[config.mk]
export PLATFORM = sky130hd
export DESIGN_NAME = dtmg_tone_generator
export DESIGN_NICKNAME = d
export VERILOG_FILES = /design/src/dtmg_pkg.sv /design/src/dtmg_sine_rom.sv /design/src/dtmg_tone_generator.sv
export SDC_FILE = /design/constraint.sdc
export NUM_CORES = 1
export LEC_CHECK = 0
export ABC_AREA = 1
export BUFFER_PORTS_ARGS = -buffer_cell sky130_fd_sc_hd__buf_2
export CAP_MARGIN = 15
export CORE_MARGIN = 10
export CORE_UTILIZATION = 40
export DETAILED_ROUTE_END_ITERATION = 10
export PLACE_DENSITY_LB_ADDON = 0.1
export RECOVER_POWER = 100
export SLEW_MARGIN = 20
export SYNTH_ARGS = -nofsm -noshare
export SYNTH_HDL_FRONTEND = slang
export SYNTH_SLANG_ARGS = --single-unit
[constraint.sdc]
create_clock -name aclk -period 1.7 [get_ports aclk]
set_input_delay 0.17 -clock aclk [delete_from_list [all_inputs] [get_ports aclk]]
set_output_delay 0.17 -clock aclk [all_outputs]
set_load 0.01 [all_outputs]
[src/dtmg_pkg.sv]
// Shared constants, types and tables of the dual tone melody generator
`default_nettype none
package dtmg_pkg;

   // Clock figures: system clock and the half-rate tone base clock
   localparam int SYS_CLK_HZ = 100_000_000;
   localparam int TONE_CLK_HZ = 1_789_773;
   // Rounded so the tone base stays as near the nominal rate as possible
   localparam int PRESCALE_CNT = (SYS_CLK_HZ + TONE_CLK_HZ / 2) / TONE_CLK_HZ;
   localparam int PRE_W = $clog2(PRESCALE_CNT);

   // Register indices and their byte addresses on the bus
   localparam logic [5:0] ROW_SEL_IDX = 6'h0D;
   localparam logic [5:0] COL_SEL_IDX = 6'h0E;
   localparam logic [5:0] CTRL_IDX = 6'h0F;
   localparam logic [5:0] STATUS_IDX = 6'h10;
   localparam logic [7:0] ROW_SEL_ADDR = {ROW_SEL_IDX, 2'b00};
   localparam logic [7:0] COL_SEL_ADDR = {COL_SEL_IDX, 2'b00};
   localparam logic [7:0] CTRL_ADDR = {CTRL_IDX, 2'b00};
   localparam logic [7:0] STATUS_ADDR = {STATUS_IDX, 2'b00};

   // Control field positions, reset value and writable mask
   localparam int MODE_HI_BIT = 7;
   localparam int MODE_LO_BIT = 6;
   localparam int ROW_EN_BIT = 5;
   localparam int COL_EN_BIT = 4;
   localparam int OUT_EN_BIT = 3;
   localparam logic [7:0] CTRL_RESET = 8'h00;
   localparam logic [7:0] CTRL_MASK = 8'hF8;
   localparam logic [4:0] SEL_RESET = 5'h00;

   // Wave modes held in the two-bit mode field
   localparam logic [1:0] MODE_SINE = 2'b00;
   localparam logic [1:0] MODE_SQUARE1 = 2'b01;
   localparam logic [1:0] MODE_SQUARE2 = 2'b10;
   localparam logic [1:0] MODE_SQUARE3 = 2'b11;

   // Bus responses
   localparam logic [1:0] RESP_OKAY = 2'b00;
   localparam logic [1:0] RESP_SLVERR = 2'b10;

   // Staircase table geometry
   localparam int STEPS = 28;
   localparam int SAMPLE_W = 6;
   localparam int SCAN_W = 5;
   localparam int DIV_W = 7;
   localparam logic [SAMPLE_W-1:0] SINE_MID = 6'h20;
   localparam logic [SCAN_W-1:0] SCAN_LAST = 5'(STEPS - 1);
   localparam int ROW = 0;
   localparam int COL = 1;

   // Divider and scanner of one path
   typedef struct packed {
      logic [DIV_W-1:0] div;
      logic [SCAN_W-1:0] scan;
   } dtmg_path_t;

   // Divide ratio per code: base clock / (ratio * 28) gives the tone
   function automatic logic [DIV_W-1:0] tone_ratio(input logic [4:0] code);
      logic [DIV_W-1:0] r;
      r = 7'd92;
      unique case (code)
         5'h00: r = 7'd92;
         5'h01: r = 7'd83;
         5'h02: r = 7'd75;
         5'h03: r = 7'd68;
         5'h04: r = 7'd103;
         5'h05: r = 7'd97;
         5'h06: r = 7'd92;
         5'h07: r = 7'd86;
         5'h08: r = 7'd82;
         5'h09: r = 7'd77;
         5'h0A: r = 7'd73;
         5'h0B: r = 7'd69;
         5'h0C: r = 7'd65;
         5'h0D: r = 7'd61;
         5'h0E: r = 7'd58;
         5'h0F: r = 7'd54;
         5'h10: r = 7'd53;
         5'h11: r = 7'd48;
         5'h12: r = 7'd43;
         5'h13: r = 7'd39;
         5'h14: r = 7'd51;
         5'h15: r = 7'd48;
         5'h16: r = 7'd46;
         5'h17: r = 7'd43;
         5'h18: r = 7'd41;
         5'h19: r = 7'd38;
         5'h1A: r = 7'd36;
         5'h1B: r = 7'd34;
         5'h1C: r = 7'd32;
         5'h1D: r = 7'd31;
         5'h1E: r = 7'd29;
         5'h1F: r = 7'd27;
      endcase
      return r;
   endfunction : tone_ratio

   // Sine staircase, entry 0 is the dc midpoint
   function automatic logic [SAMPLE_W-1:0] sine_step(input logic [4:0] k);
      logic [SAMPLE_W-1:0] v;
      v = SINE_MID;
      case (k)
         5'd1, 5'd13: v = 6'h27;
         5'd2, 5'd12: v = 6'h2D;
         5'd3, 5'd11: v = 6'h33;
         5'd4, 5'd10: v = 6'h38;
         5'd5, 5'd9: v = 6'h3C;
         5'd6, 5'd8: v = 6'h3E;
         5'd7: v = 6'h3F;
         5'd15, 5'd27: v = 6'h19;
         5'd16, 5'd26: v = 6'h13;
         5'd17, 5'd25: v = 6'h0D;
         5'd18, 5'd24: v = 6'h08;
         5'd19, 5'd23: v = 6'h04;
         5'd20, 5'd22: v = 6'h02;
         5'd21: v = 6'h01;
         default: v = SINE_MID;
      endcase
      return v;
   endfunction : sine_step

endpackage : dtmg_pkg
`default_nettype wire

[src/dtmg_sine_rom.sv]
// Two-port staircase sine table with registered read data
`timescale 1ns/10ps
`default_nettype none
module dtmg_sine_rom (
   input wire logic aclk,
   input wire logic aresetn,
   input wire logic [dtmg_pkg::SCAN_W-1:0] row_idx,
   input wire logic [dtmg_pkg::SCAN_W-1:0] col_idx,
   output logic [dtmg_pkg::SAMPLE_W-1:0] row_data,
   output logic [dtmg_pkg::SAMPLE_W-1:0] col_data
);
   import dtmg_pkg::*;

   // Both paths read the same table; data lag the index by one cycle
   always_ff @(posedge aclk) begin
      if (!aresetn) begin
         row_data <= SINE_MID;
         col_data <= SINE_MID;
      end else begin
         row_data <= sine_step(row_idx);
         col_data <= sine_step(col_idx);
      end
   end
endmodule : dtmg_sine_rom
`default_nettype wire

[src/dtmg_tone_generator.sv]
// Register-controlled dual tone and melody generator with AXI4-Lite access
//
// Function
// - Five-bit row and column codes, upper bits zero
// - Any illegal code blanks both tone samples, driver stays on
// - Illegal code: pacifier high, tone at mid
// - DTMF row and column codes set frequencies
// - Melody codes on either path set notes
// - Control: mode, path enables, output enable
// - Mode field picks sine or square mixing
// - Pacifier active only in modes 2, 3
// - Mode 3: column on tone, row on pacifier
// - Reset clears output enable, driver off
// - Both paths off: tone output at midpoint
// - Stop state: pacifier high, tone driver off
// - Both paths off: divider and scanner counters held reset
// - Enabled legal path starts from reset state
// - Scanner reset state selects dc midpoint entry
// - Divider pulses step a modulo-28 table scanner
// - Square modes keep only the table MSB
// - Pacifier taken from row MSB, unfiltered
//
// Added by the designer: the AXI4-Lite slave port.
`timescale 1ns/10ps
`default_nettype none
module dtmg_tone_generator (
   input wire logic aclk,
   input wire logic aresetn,
   input wire logic [7:0] s_axi_awaddr,
   input wire logic s_axi_awvalid,
   output logic s_axi_awready,
   input wire logic [31:0] s_axi_wdata,
   input wire logic [3:0] s_axi_wstrb,
   input wire logic s_axi_wvalid,
   output logic s_axi_wready,
   output logic [1:0] s_axi_bresp,
   output logic s_axi_bvalid,
   input wire logic s_axi_bready,
   input wire logic [7:0] s_axi_araddr,
   input wire logic s_axi_arvalid,
   output logic s_axi_arready,
   output logic [31:0] s_axi_rdata,
   output logic [1:0] s_axi_rresp,
   output logic s_axi_rvalid,
   input wire logic s_axi_rready,
   input wire logic stop_request,
   output logic [dtmg_pkg::SAMPLE_W-1:0] tone_row_sample,
   output logic [dtmg_pkg::SAMPLE_W-1:0] tone_col_sample,
   output logic tone_out_oe,
   output logic pacifier_pin
);
   import dtmg_pkg::*;

   // Whole state of the block in one record
   typedef struct packed {
      logic awready;
      logic wready;
      logic bvalid;
      logic [1:0] bresp;
      logic arready;
      logic rvalid;
      logic [1:0] rresp;
      logic [31:0] rdata;
      logic [7:0] aw_addr;
      logic [7:0] w_data;
      logic w_lane0;
      logic [4:0] row_sel;
      logic [4:0] col_sel;
      logic [7:0] ctrl;
      logic [PRE_W-1:0] pre;
      dtmg_path_t [1:0] path;
      logic [SAMPLE_W-1:0] row_sample;
      logic [SAMPLE_W-1:0] col_sample;
      logic tone_oe;
      logic pacifier;
   } dtmg_state_t;

   // Ready flags start high so the slave accepts at once after reset
   localparam dtmg_state_t STATE_RESET = '{
      awready: 1'b1, wready: 1'b1, bvalid: 1'b0, bresp: RESP_OKAY,
      arready: 1'b1, rvalid: 1'b0, rresp: RESP_OKAY, rdata: 32'h0000_0000,
      aw_addr: 8'h00, w_data: 8'h00, w_lane0: 1'b0,
      row_sel: SEL_RESET, col_sel: SEL_RESET, ctrl: CTRL_RESET,
      pre: '0, path: '0,
      row_sample: SINE_MID, col_sample: SINE_MID,
      tone_oe: 1'b0, pacifier: 1'b1};

   dtmg_state_t s; // Registered state
   dtmg_state_t next_s; // Next state
   logic [SAMPLE_W-1:0] rom_row; // Table word of the row path
   logic [SAMPLE_W-1:0] rom_col; // Table word of the column path
   logic code_illegal; // Either frequency code is illegal
   logic [1:0] run; // Path is counting
   logic [1:0] mode; // Wave mode field
   logic square; // Any square mode
   logic tick; // Half-rate base clock pulse

   // Table lookup; its output register sits in the memory module
   dtmg_sine_rom u_rom (
      .aclk(aclk),
      .aresetn(aresetn),
      .row_idx(s.path[ROW].scan),
      .col_idx(s.path[COL].scan),
      .row_data(rom_row),
      .col_data(rom_col)
   );

   // Decode of current control state
   always_comb begin
      mode = {s.ctrl[MODE_HI_BIT], s.ctrl[MODE_LO_BIT]};
      square = (mode != MODE_SINE);
      // Row list codes are illegal for column and the reverse
      code_illegal = (s.row_sel >= 5'h10 && s.row_sel <= 5'h13) ||
                     (s.col_sel <= 5'h03);
      // A path runs only with its enable, legal codes and no stop
      run[ROW] = s.ctrl[ROW_EN_BIT] && !code_illegal && !stop_request;
      run[COL] = s.ctrl[COL_EN_BIT] && !code_illegal && !stop_request;
      tick = (s.pre == PRE_W'(PRESCALE_CNT - 1));
   end

   // Next-state logic: bus slave, counters and output shaping
   always_comb begin
      next_s = s;
      // Write address channel
      if (s.awready && s_axi_awvalid) begin
         next_s.aw_addr = s_axi_awaddr;
         next_s.awready = 1'b0;
      end
      // Write data channel, taken in either order
      if (s.wready && s_axi_wvalid) begin
         next_s.w_data = s_axi_wdata[7:0];
         next_s.w_lane0 = s_axi_wstrb[0];
         next_s.wready = 1'b0;
      end
      // Both halves held: commit and answer
      if (!s.awready && !s.wready && !s.bvalid) begin
         next_s.bvalid = 1'b1;
         next_s.bresp = RESP_OKAY;
         unique case ({s.aw_addr[7:2], 2'b00})
            ROW_SEL_ADDR: begin
               if (s.w_lane0) next_s.row_sel = s.w_data[4:0];
            end
            COL_SEL_ADDR: begin
               if (s.w_lane0) next_s.col_sel = s.w_data[4:0];
            end
            CTRL_ADDR: begin
               if (s.w_lane0) next_s.ctrl = s.w_data & CTRL_MASK;
            end
            STATUS_ADDR: begin
               // Status is read only; writes are dropped
               next_s.bresp = RESP_OKAY;
            end
            default: begin
               next_s.bresp = RESP_SLVERR;
            end
         endcase
      end
      // Response taken: reopen both write channels
      if (s.bvalid && s_axi_bready) begin
         next_s.bvalid = 1'b0;
         next_s.awready = 1'b1;
         next_s.wready = 1'b1;
      end
      // Read address: answer one cycle later with registered data
      if (s.arready && s_axi_arvalid) begin
         next_s.arready = 1'b0;
         next_s.rvalid = 1'b1;
         next_s.rresp = RESP_OKAY;
         next_s.rdata = 32'h0000_0000;
         unique case ({s_axi_araddr[7:2], 2'b00})
            ROW_SEL_ADDR: next_s.rdata[4:0] = s.row_sel;
            COL_SEL_ADDR: next_s.rdata[4:0] = s.col_sel;
            CTRL_ADDR: next_s.rdata[7:0] = s.ctrl & CTRL_MASK;
            STATUS_ADDR: begin
               next_s.rdata[3:0] = {s.pacifier, run[COL], run[ROW],
                                    code_illegal};
            end
            default: next_s.rresp = RESP_SLVERR;
         endcase
      end
      if (s.rvalid && s_axi_rready) begin
         next_s.rvalid = 1'b0;
         next_s.arready = 1'b1;
      end

      // Half-rate base clock from the system clock
      next_s.pre = tick ? '0 : s.pre + 1'b1;

      // Divider steps the scanner; idle paths sit at their reset state
      for (int p = 0; p < 2; p++) begin
         if (!run[p]) begin
            next_s.path[p] = '0;
         end else if (tick) begin
            if (s.path[p].div ==
                tone_ratio(p == ROW ? s.row_sel : s.col_sel) - 1'b1) begin
               next_s.path[p].div = '0;
               next_s.path[p].scan = (s.path[p].scan == SCAN_LAST) ?
                  '0 : s.path[p].scan + 1'b1;
            end else begin
               next_s.path[p].div = s.path[p].div + 1'b1;
            end
         end
      end

      // Row sample: off, illegal or mode 3 gives the midpoint
      if (!run[ROW] || mode == MODE_SQUARE3) begin
         next_s.row_sample = SINE_MID;
      end else if (square) begin
         next_s.row_sample = {rom_row[SAMPLE_W-1], 5'h00};
      end else begin
         next_s.row_sample = rom_row;
      end
      // Column sample
      if (!run[COL]) begin
         next_s.col_sample = SINE_MID;
      end else if (square) begin
         next_s.col_sample = {rom_col[SAMPLE_W-1], 5'h00};
      end else begin
         next_s.col_sample = rom_col;
      end
      // Pacifier rests high outside modes 2 and 3 and when blanked
      if ((mode == MODE_SQUARE2 || mode == MODE_SQUARE3) && run[ROW]) begin
         next_s.pacifier = rom_row[SAMPLE_W-1];
      end else begin
         next_s.pacifier = 1'b1;
      end
      // Driver follows the enable, released in stop
      next_s.tone_oe = s.ctrl[OUT_EN_BIT] && !stop_request;
   end

   // Single state register
   always_ff @(posedge aclk) begin
      if (!aresetn) begin
         s <= STATE_RESET;
      end else begin
         s <= next_s;
      end
   end

   // Outputs straight from the state register
   assign s_axi_awready = s.awready;
   assign s_axi_wready = s.wready;
   assign s_axi_bvalid = s.bvalid;
   assign s_axi_bresp = s.bresp;
   assign s_axi_arready = s.arready;
   assign s_axi_rvalid = s.rvalid;
   assign s_axi_rresp = s.rresp;
   assign s_axi_rdata = s.rdata;
   assign tone_row_sample = s.row_sample;
   assign tone_col_sample = s.col_sample;
   assign tone_out_oe = s.tone_oe;
   assign pacifier_pin = s.pacifier;
endmodule : dtmg_tone_generator
`default_nettype wire

==> flow_metrics.tcl, run 1 <==
set metrics [dict create \
    post-place-ws_ns -0.176 \
    cts_buffer_depth 2 \
    failed_checks "negative setup slack" \
    num_rows 47 \
    seq_area_um2 2310 \
    grt_max_degree 17 \
    min_period_over_period_pct 108 \
    p_total_mw 6.80 \
    antenna_found_initial 0 \
    yosysMostFrequentCell "nand2_1" \
    critPathRequiredTime_ns 2.00 \
    r2r_start "s_axi_wready" \
    numCtsBuffers 17 \
    cts.sinks 115 \
    final.setup.tns_ns -1.06 \
    layout-drive-gt1-share_pct 27.2 \
    setup_ws_ns -0.132 \
    fp.dieArea_um2 22100 \
    critPathLaunchType "flip-flop" \
    multi_input_area_um2 3910 \
    num_antenna_cells 0 \
    routed_wl_um 16300 \
    synth.top_cell.area_share_pct 34.7 \
    clk_pin_slew_ns 0.06 \
    stdcell_area_um2 8670 \
    wl_per_cell_um 12.3 \
    hp-start "s_axi_awaddr[6]" \
    yosysTopAreaCell "dfxtp_1" \
    synthesis.area_um2 6630 \
    cp_slowest_stage_delay_ns 0.33 \
    ant_nets 0 \
    final_hold_viol_count 0 \
    seq_area_frac_synth_pct 34.7 \
    slew_viol_final 0 \
    regToRegSetupSlack_ns -0.13 \
    fmax_mhz 546 \
    track_usage_pct 14.5 \
    syn_to_final_growth_pct 30.7 \
    hold_class "in -> reg" \
    cts_root_buf "clkbuf_16" \
    cts_tree "done" \
    dpl-instance-area_um2 7640 \
    ys_warn_count 0 \
    fillers 1608 \
    postSynthCellCount 948 \
    fin_util_pct 52.8 \
    fp.coreArea_um2 16400 \
    reg2reg_depth 14 \
    clock_latency_ns 0.41 \
    status "complete, but fails checks" \
    yosys-top-cells-area "dfxtp_1 35%, nand2_1 12%, inv_1 6.7%" \
    dr.first_iter.drc_count 282 \
    grt_pass1_vias 5844 \
    vias_per_cell 4.63 \
    layout_min_cycle_time_ns 1.83 \
    synth_common_cells "206 x nand2_1, 119 x inv_1, 115 x dfxtp_1" \
    maxCapViolations 0 \
    crit_type "reg -> reg" \
    end_kind "flip-flop" \
    ys_types 41 \
    dr.pass1.iters 4 \
    start_util_pct 40.4 \
    ys_ff_latch 115 \
    dieHeight_um 149 \
    grt_pass1_wl_um 26700 \
    pwr_density_cell_nw_per_um2 784 \
    synth_flop_cell "dfxtp_1" \
    grt_setup_unrepaired "yes" \
    place_inst 1276 \
    crit_path_cell_trace "nor2_4 -> nand2_4 -> nor2_8 -> nand2_4 -> nand2_4 -> nand3_4 -> ha_4 -> inv_2 -> nand2_4 -> nand2_2 -> nand2_1 -> nand2_1 -> nand2_1 -> nand2_1" \
    p_leak_nw 3.88 \
    stdcell_count 1324 \
    hold_path_depth 3 \
    portBuffers 57 \
    num_io_pins 115 \
    place_congestion 0.840 \
    crit_arrival_ns 2.14 \
    num_vias 6133 \
    synth_edf_count 0 \
    peakVddDrop_uv 718 \
    synthArstFlopShare_pct 0 \
    htree_levels 4 \
    slowest_stage "dfxtp_2" \
    hold-worst-slack_ns 0.0111 \
    synth_area_per_cell_um2 7.00 \
    nets 1184 \
    hold-path-endpoint "s[77]" \
    crit_fanout 8 \
    fin_worst_skew_ns 0.00902 \
    setup_violations 12 \
    die_w_um 149 \
    route.detailed.drc 0 \
    hpwl_um 12400 \
    overflow 0 \
]
## cells in the final DEF (no fill, tap or decap), types with 18 or more instances in the layout
| cell | count |
|---|---|
| inv_2 | 18 |
| nor2_1 | 88 |
| nand2_1 | 187 |
| o21ai_0 | 52 |
| inv_1 | 102 |
| buf_2 | 28 |
| dfxtp_1 | 105 |
| nand3_1 | 58 |
| nand2_2 | 22 |
| buf_4 | 96 |
| a21oi_1 | 52 |
| clkbuf_1 | 34 |
| ha_1 | 19 |
| conb_1 | 26 |
## per-layer routing
metal  track usage, %  share of wire [%]  vias up
li1                 -                  -     3258
met5                0                  0        -
met1             17.7                 46     2734
met3             3.91                5.3       17
met4             4.81                1.3        0
met2             24.1                 47      124
## logic make-up after synthesis
logic type	after synthesis	synth area share, %
simple gates	448	31.2
other cells	1	0.0565
flops	115	34.7
xor+xnor	23	3.04
compound gates	136	11.2
fa+ha+maj	32	6.04
buf+inv	193	13.7
## where the power goes
part | internal, mW | switching, mW
sequential | 2.76 | 0.0376
combinational | 0.143 | 0.231
clock | 2.40 | 1.23
## cell type report
type                    count  area share [%]
multi-input cells         666            45.1
repair buffers            166            12.5
clock inverters            10            1.52
well taps                 220            3.17
flip-flops and latches    115            26.7
inverters                 126            5.56
clock buffers              21            5.43
## worst max-delay path: cells and delay by family, from the launching register on
kind / cells / cell delay, ns
simple gates: 12 / 1.06
flops: 1 / 0.33
buf+inv: 1 / 0.05
fa+ha+maj: 1 / 0.30
## worst max-delay path by stage
| stage | startpoint | end | slack, ns | cells past startpoint |
|---|---|---|---|---|
| final | s_axi_wready | flip-flop | -0.13 | 14 |
| after global routing | s_axi_wready | flip-flop | -0.27 | 13 |
| after CTS | s_axi_wready | flip-flop | -0.12 | 13 |
| after detailed placement | s[75] | flip-flop | -0.18 | 15 |
| after global placement | s[75] | flip-flop | -0.17 | 15 |
| after floorplan | s_axi_awready | flip-flop | -0.08 | 13 |
## repair_timing
item                                    CTS  global route
hold buffers                              1             0
endpoints found under the setup margin   36            43
gates cloned                              0             1
hold endpoints to repair                  1             0
buffers inserted                         12             5
resized for setup                        79            37
pin swaps                                41            35
No activity file was read; power rests on OpenSTA's default activity.
==> inputs of run 2 (changes only) <==
Clock period 1.7 ns to 1.9 ns, I/O delays scaled along.
==> flow_metrics.tcl, run 2 (synthesized netlist as in run 1, its figures left out) <==
set metrics [dict create \
    status "complete, no violations" \
    multi_input_area_um2 3710 \
    final_hold_viol_count 0 \
    dieHeight_um 149 \
    layout_min_cycle_time_ns 1.85 \
    hold_class "in -> reg" \
    portBuffers 57 \
    min_period_over_period_pct 97.5 \
    final_cell_mix "199 x nand2_1, 116 x inv_1, 112 x dfxtp_1, 92 x nor2_1, 63 x nand3_1" \
    grt_pass1_wl_um 26100 \
    cts_root_buf "clkbuf_16" \
    place_inst 1243 \
    clk_pin_slew_ns 0.06 \
    end_kind "flip-flop" \
    stdcell_area_um2 8190 \
    vias_per_cell 4.60 \
    die_w_um 149 \
    cts.sinks 115 \
    fin_util_pct 49.9 \
    antenna_found_initial 0 \
    hold-worst-slack_ns 0.0263 \
    critPathLaunchType "flip-flop" \
    start_util_pct 40.4 \
    seq_area_um2 2310 \
    critPathRequiredTime_ns 2.21 \
    grt_max_degree 17 \
    ant_nets 0 \
    hpwl_um 12000 \
    nets 1139 \
    crit_type "reg -> reg" \
    num_io_pins 115 \
    setup_violations 0 \
    power_switching_mw 1.37 \
    fin_worst_skew_ns 0.00943 \
    track_usage_pct 14.1 \
    numCtsBuffers 17 \
    crit_fanout 8 \
    grt_pass1_vias 5600 \
    cts_tree "done" \
    cts_buffer_depth 2 \
    overflow 0 \
    routed_wl_um 15400 \
    seqPwrFrac_pct 39.6 \
    crit_arrival_ns 2.16 \
    fp.dieArea_um2 22100 \
    p_leak_nw 3.78 \
    clock_power_share_pct 55.4 \
    stdcell_count 1279 \
    num_antenna_cells 0 \
    clock_latency_ns 0.41 \
    p_int_mw 4.93 \
    place_congestion 0.867 \
    grt_setup_unrepaired "yes" \
    num_vias 5885 \
    htree_levels 4 \
    dr.first_iter.drc_count 240 \
    pwr_density_cell_nw_per_um2 769 \
    p_sw_share_pct 21.7 \
    wl_per_cell_um 12.1 \
    fillers 1650 \
    maxCapViolations 0 \
    fp.coreArea_um2 16400 \
    mostFrequentLayoutCell "nand2_1" \
    route.detailed.drc 0 \
    num_rows 47 \
    dpl-instance-area_um2 7310 \
    syn_to_final_growth_pct 23.5 \
    peakVddDrop_uv 639 \
    slew_viol_final 0 \
    dr.pass1.iters 5 \
    fmax_mhz 540 \
    layout-drive-gt1-share_pct 21.4 \
    power_frac_comb_pct 5.0 \
]
-- run 2: power groups by stage --
stage / Sequential [mW] / Combinational [mW] / Clock [mW]
2_1_floorplan: 2.55 / 0.221 / 0
3_3_place_gp: 2.55 / 0.301 / 0
3_5_place_dp: 2.55 / 0.302 / 0
4_1_cts: 2.49 / 0.313 / 3.58
5_1_grt: 2.50 / 0.355 / 3.70
6_report: 2.50 / 0.312 / 3.49
-- run 2: metal layers --
layer | vias up | wire length (um) | GRT usage (%)
met1 | 2585 | 7530 | 17.9
li1 | 3169 | - | -
met4 | 0 | 179 | 5.25
met2 | 115 | 6980 | 22.6
met5 | - | 0 | 0
met3 | 16 | 757 | 3.67
-- run 2: what timing repair did --
action,4_1_cts,5_1_grt
endpoints found under the setup margin,11,37
buffers inserted,0,2
resized for setup,25,30
cloned,0,1
hold endpoints to repair,2,0
hold buffers,2,0
pin swaps,8,7
-- run 2: worst max-delay path, stage by stage (launching register included) --
cell and delay [ns]:
dfxtp_2 0.33, nor2_4 0.16, nand2_4 0.09, nor2_8 0.19, nand3_2 0.14, nand3_4 0.14, inv_1 0.05, ha_1 0.17
inv_1 0.06, nand4_1 0.13, nand3_1 0.11, nand2_1 0.06, nand2_1 0.05, nand2_1 0.05
-- run 2: cell type report --
type	count	area share (%)
clock inverters	13	2.53
clock buffers	18	5.36
flip-flops and latches	115	28.1
repair buffers	121	9.54
inverters	126	5.80
multi-input cells	666	45.3
well taps	220	3.36
-- run 2: per-stage QoR --
step	setup WS (ns)	setup TNS [ns]	power, mW
finish	0.0469	0	6.30
floorplan	0.0227	0	2.77
detailed placement	-0.0734	-0.166	2.85
CTS	0.00417	0	6.38
global placement	-0.0164	-0.0628	2.85
global route	-0.121	-1.06	6.56
-- run 2: path summary, 6_finish.rpt --
path	start	to	slack, ns	cells after the start
hold / removal	s_axi_awaddr[7]	s[78]	0.03	3
setup reg to reg	s_axi_wready	flip-flop	0.05	13
setup / recovery	s_axi_wready	flip-flop	0.05	13
hold reg to reg	u_rom.row_data[2]	tone_row_sample[2]	0.41	2
==> inputs of run 3 (changes only) <==
Settings changed: CELL_PAD_IN_SITES_DETAIL_PLACEMENT set to 1, CELL_PAD_IN_SITES_GLOBAL_PLACEMENT set to 2, CORE_UTILIZATION 40 to 31.
==> flow_metrics.tcl, run 3 (synthesized netlist as in run 1, its figures left out) <==
set metrics [dict create \
    layout-drive-gt1-share_pct 22.5 \
    crit_fanout 8 \
    clock_power_share_pct 52.8 \
    cts_root_buf "clkbuf_16" \
    cts.sinks 115 \
    critPathRequiredTime_ns 2.21 \
    syn_to_final_growth_pct 28.0 \
    setup_ws_ns -0.0227 \
    grt_pass1_vias 6481 \
    dr_wl_met3_um 591 \
    fmax_mhz 520 \
    final_hold_viol_count 0 \
    stdcell_count 1367 \
    num_rows 53 \
    setup_violations 7 \
    wl_per_cell_um 14.3 \
    dieHeight_um 166 \
    clock_latency_ns 0.42 \
    track_usage_pct 14.1 \
    mostFrequentLayoutCell "nand2_1" \
    dr_wl_met2_um 9360 \
    worstMarginPinSlew_ns 0.959 \
    power_frac_comb_pct 5.6 \
    met1Wirelength_um 9270 \
    die_w_um 166 \
    layout_min_cycle_time_ns 1.92 \
    end_kind "flip-flop" \
    worst_path_most_repeated_cell "nand2_1" \
    pwr_density_cell_nw_per_um2 708 \
    ant_nets 0 \
    cts_tree "done" \
    htree_levels 4 \
    power_switching_mw 1.41 \
    top_layer "met4" \
    dr.first_iter.drc_count 194 \
    regToRegSetupSlack_ns -0.02 \
    grt_pass1_wl_um 32700 \
    place_inst 1319 \
    maxCapViolations 0 \
    peakVddDrop_uv 532 \
    fp.coreArea_um2 21000 \
    min_period_over_period_pct 101 \
    grt_setup_unrepaired "yes" \
    crit_arrival_ns 2.24 \
    slowest_stage "dfxtp_2" \
    p_int_mw 4.60 \
    hpwl_um 14900 \
    hold_class "in -> reg" \
    fp.dieArea_um2 27700 \
    crit_type "reg -> reg" \
    nets 1172 \
    portBuffers 57 \
    routed_wl_um 19600 \
    relSlewSlack_pct 36.1 \
    status "complete, but fails checks" \
    fillers 2676 \
    numCtsBuffers 17 \
    p_sw_share_pct 23.4 \
    crit_path_cell_trace "nor2_4 -> nand2_4 -> nor2_8 -> nand2_4 -> buf_4 -> nand2_4 -> nand3_4 -> buf_4 -> nand2_2 -> nand2_1 -> nand2_1 -> nand2_1 -> nand2_1 -> nand2_1" \
    slew_viol_final 0 \
    route.detailed.drc 0 \
    p_leak_nw 3.78 \
    critPathLaunchType "flip-flop" \
    seqPwrFrac_pct 41.6 \
    cts_buffer_depth 2 \
    multi_input_area_um2 3820 \
    grt_max_degree 31 \
    num_antenna_cells 0 \
    fin_util_pct 40.4 \
    antenna_found_initial 0 \
    num_io_pins 115 \
    seq_area_um2 2310 \
    overflow 0 \
    dr.pass1.iters 4 \
    clk_pin_slew_ns 0.06 \
    fin_worst_skew_ns 0.0125 \
    vias_per_cell 4.56 \
    final_cell_mix "195 x nand2_1, 111 x inv_1, 110 x dfxtp_1, 90 x nor2_1, 82 x buf_4" \
    cp_slowest_stage_delay_ns 0.33 \
    num_vias 6228 \
    place_congestion 0.796 \
    start_util_pct 31.6 \
    failed_checks "negative setup slack" \
]
-- run 3: changes by cell type in the layout (fill, tap and decap cells not counted), moves of 5 or more --
cell      delta
clkbuf_1    +37
buf_2       -29
buf_4       +25
inv_2        +6
ha_1         -5
inv_1        -5
-- run 3: per-stage QoR --
step | setup WS (ns) | total power, mW | setup TNS (ns) | hold slack (ns) | cell area, um^2
after floorplan | 0.0227 | 2.77 | 0 | 0.269 | 6740
after global placement | -0.0964 | 2.87 | -0.470 | 0.400 | 7540
after detailed placement | -0.153 | 2.87 | -0.911 | 0.402 | 7540
after CTS | -0.00645 | 6.10 | -0.0176 | 0.0283 | 8360
after global routing | -0.177 | 6.27 | -1.99 | 0.0458 | 8490
final | -0.0227 | 6.01 | -0.0772 | 0.0487 | 8490
-- run 3: cell type report --
type	instances	area share, %
clock inverter	9	1.24
sequential	115	27.2
inverter	126	5.57
clock buffer	22	5.59
timing repair buffer	153	11.3
tap	275	4.05
multi-input combinational	667	45.0
-- run 3: path summary, 6_finish.rpt --
path / endpoint / depth (start not counted) / start
setup / recovery: flip-flop / 14 / s_axi_wready
setup reg to reg: flip-flop / 14 / s_axi_wready
hold / removal: s[64] / 3 / s_axi_wdata[1]
hold reg to reg: tone_row_sample[3] / 2 / u_rom.row_data[3]
-- run 3: repair_timing --
action	4_1_cts	5_1_grt
hold buffers	2	0
gates cloned	2	0
pin swaps	17	27
resized for setup	40	39
endpoints found under the hold margin	2	0
setup buffers	8	5
setup endpoints to repair	14	37
-- run 3: routing by layer --
metal | up-vias | track usage [%]
met3 | 25 | 3.05
met4 | 0 | 5.23
met1 | 2890 | 17.2
li1 | 3234 | -
met5 | - | 0
met2 | 79 | 23.7
-- run 3: power groups by stage --
stage / Clock [mW] / Sequential (mW) / Combinational (mW)
2_1_floorplan: 0 / 2.55 / 0.221
3_3_place_gp: 0 / 2.54 / 0.325
3_5_place_dp: 0 / 2.55 / 0.329
4_1_cts: 3.26 / 2.50 / 0.349
5_1_grt: 3.38 / 2.51 / 0.385
6_report: 3.17 / 2.50 / 0.339
-- run 3: critical path, delay by kind of cell, from the launching register on --
kind	cells	cell delay, ns
buffers and inverters	2	0.37
DFF	1	0.33
and+or+nand+nor	12	1.12
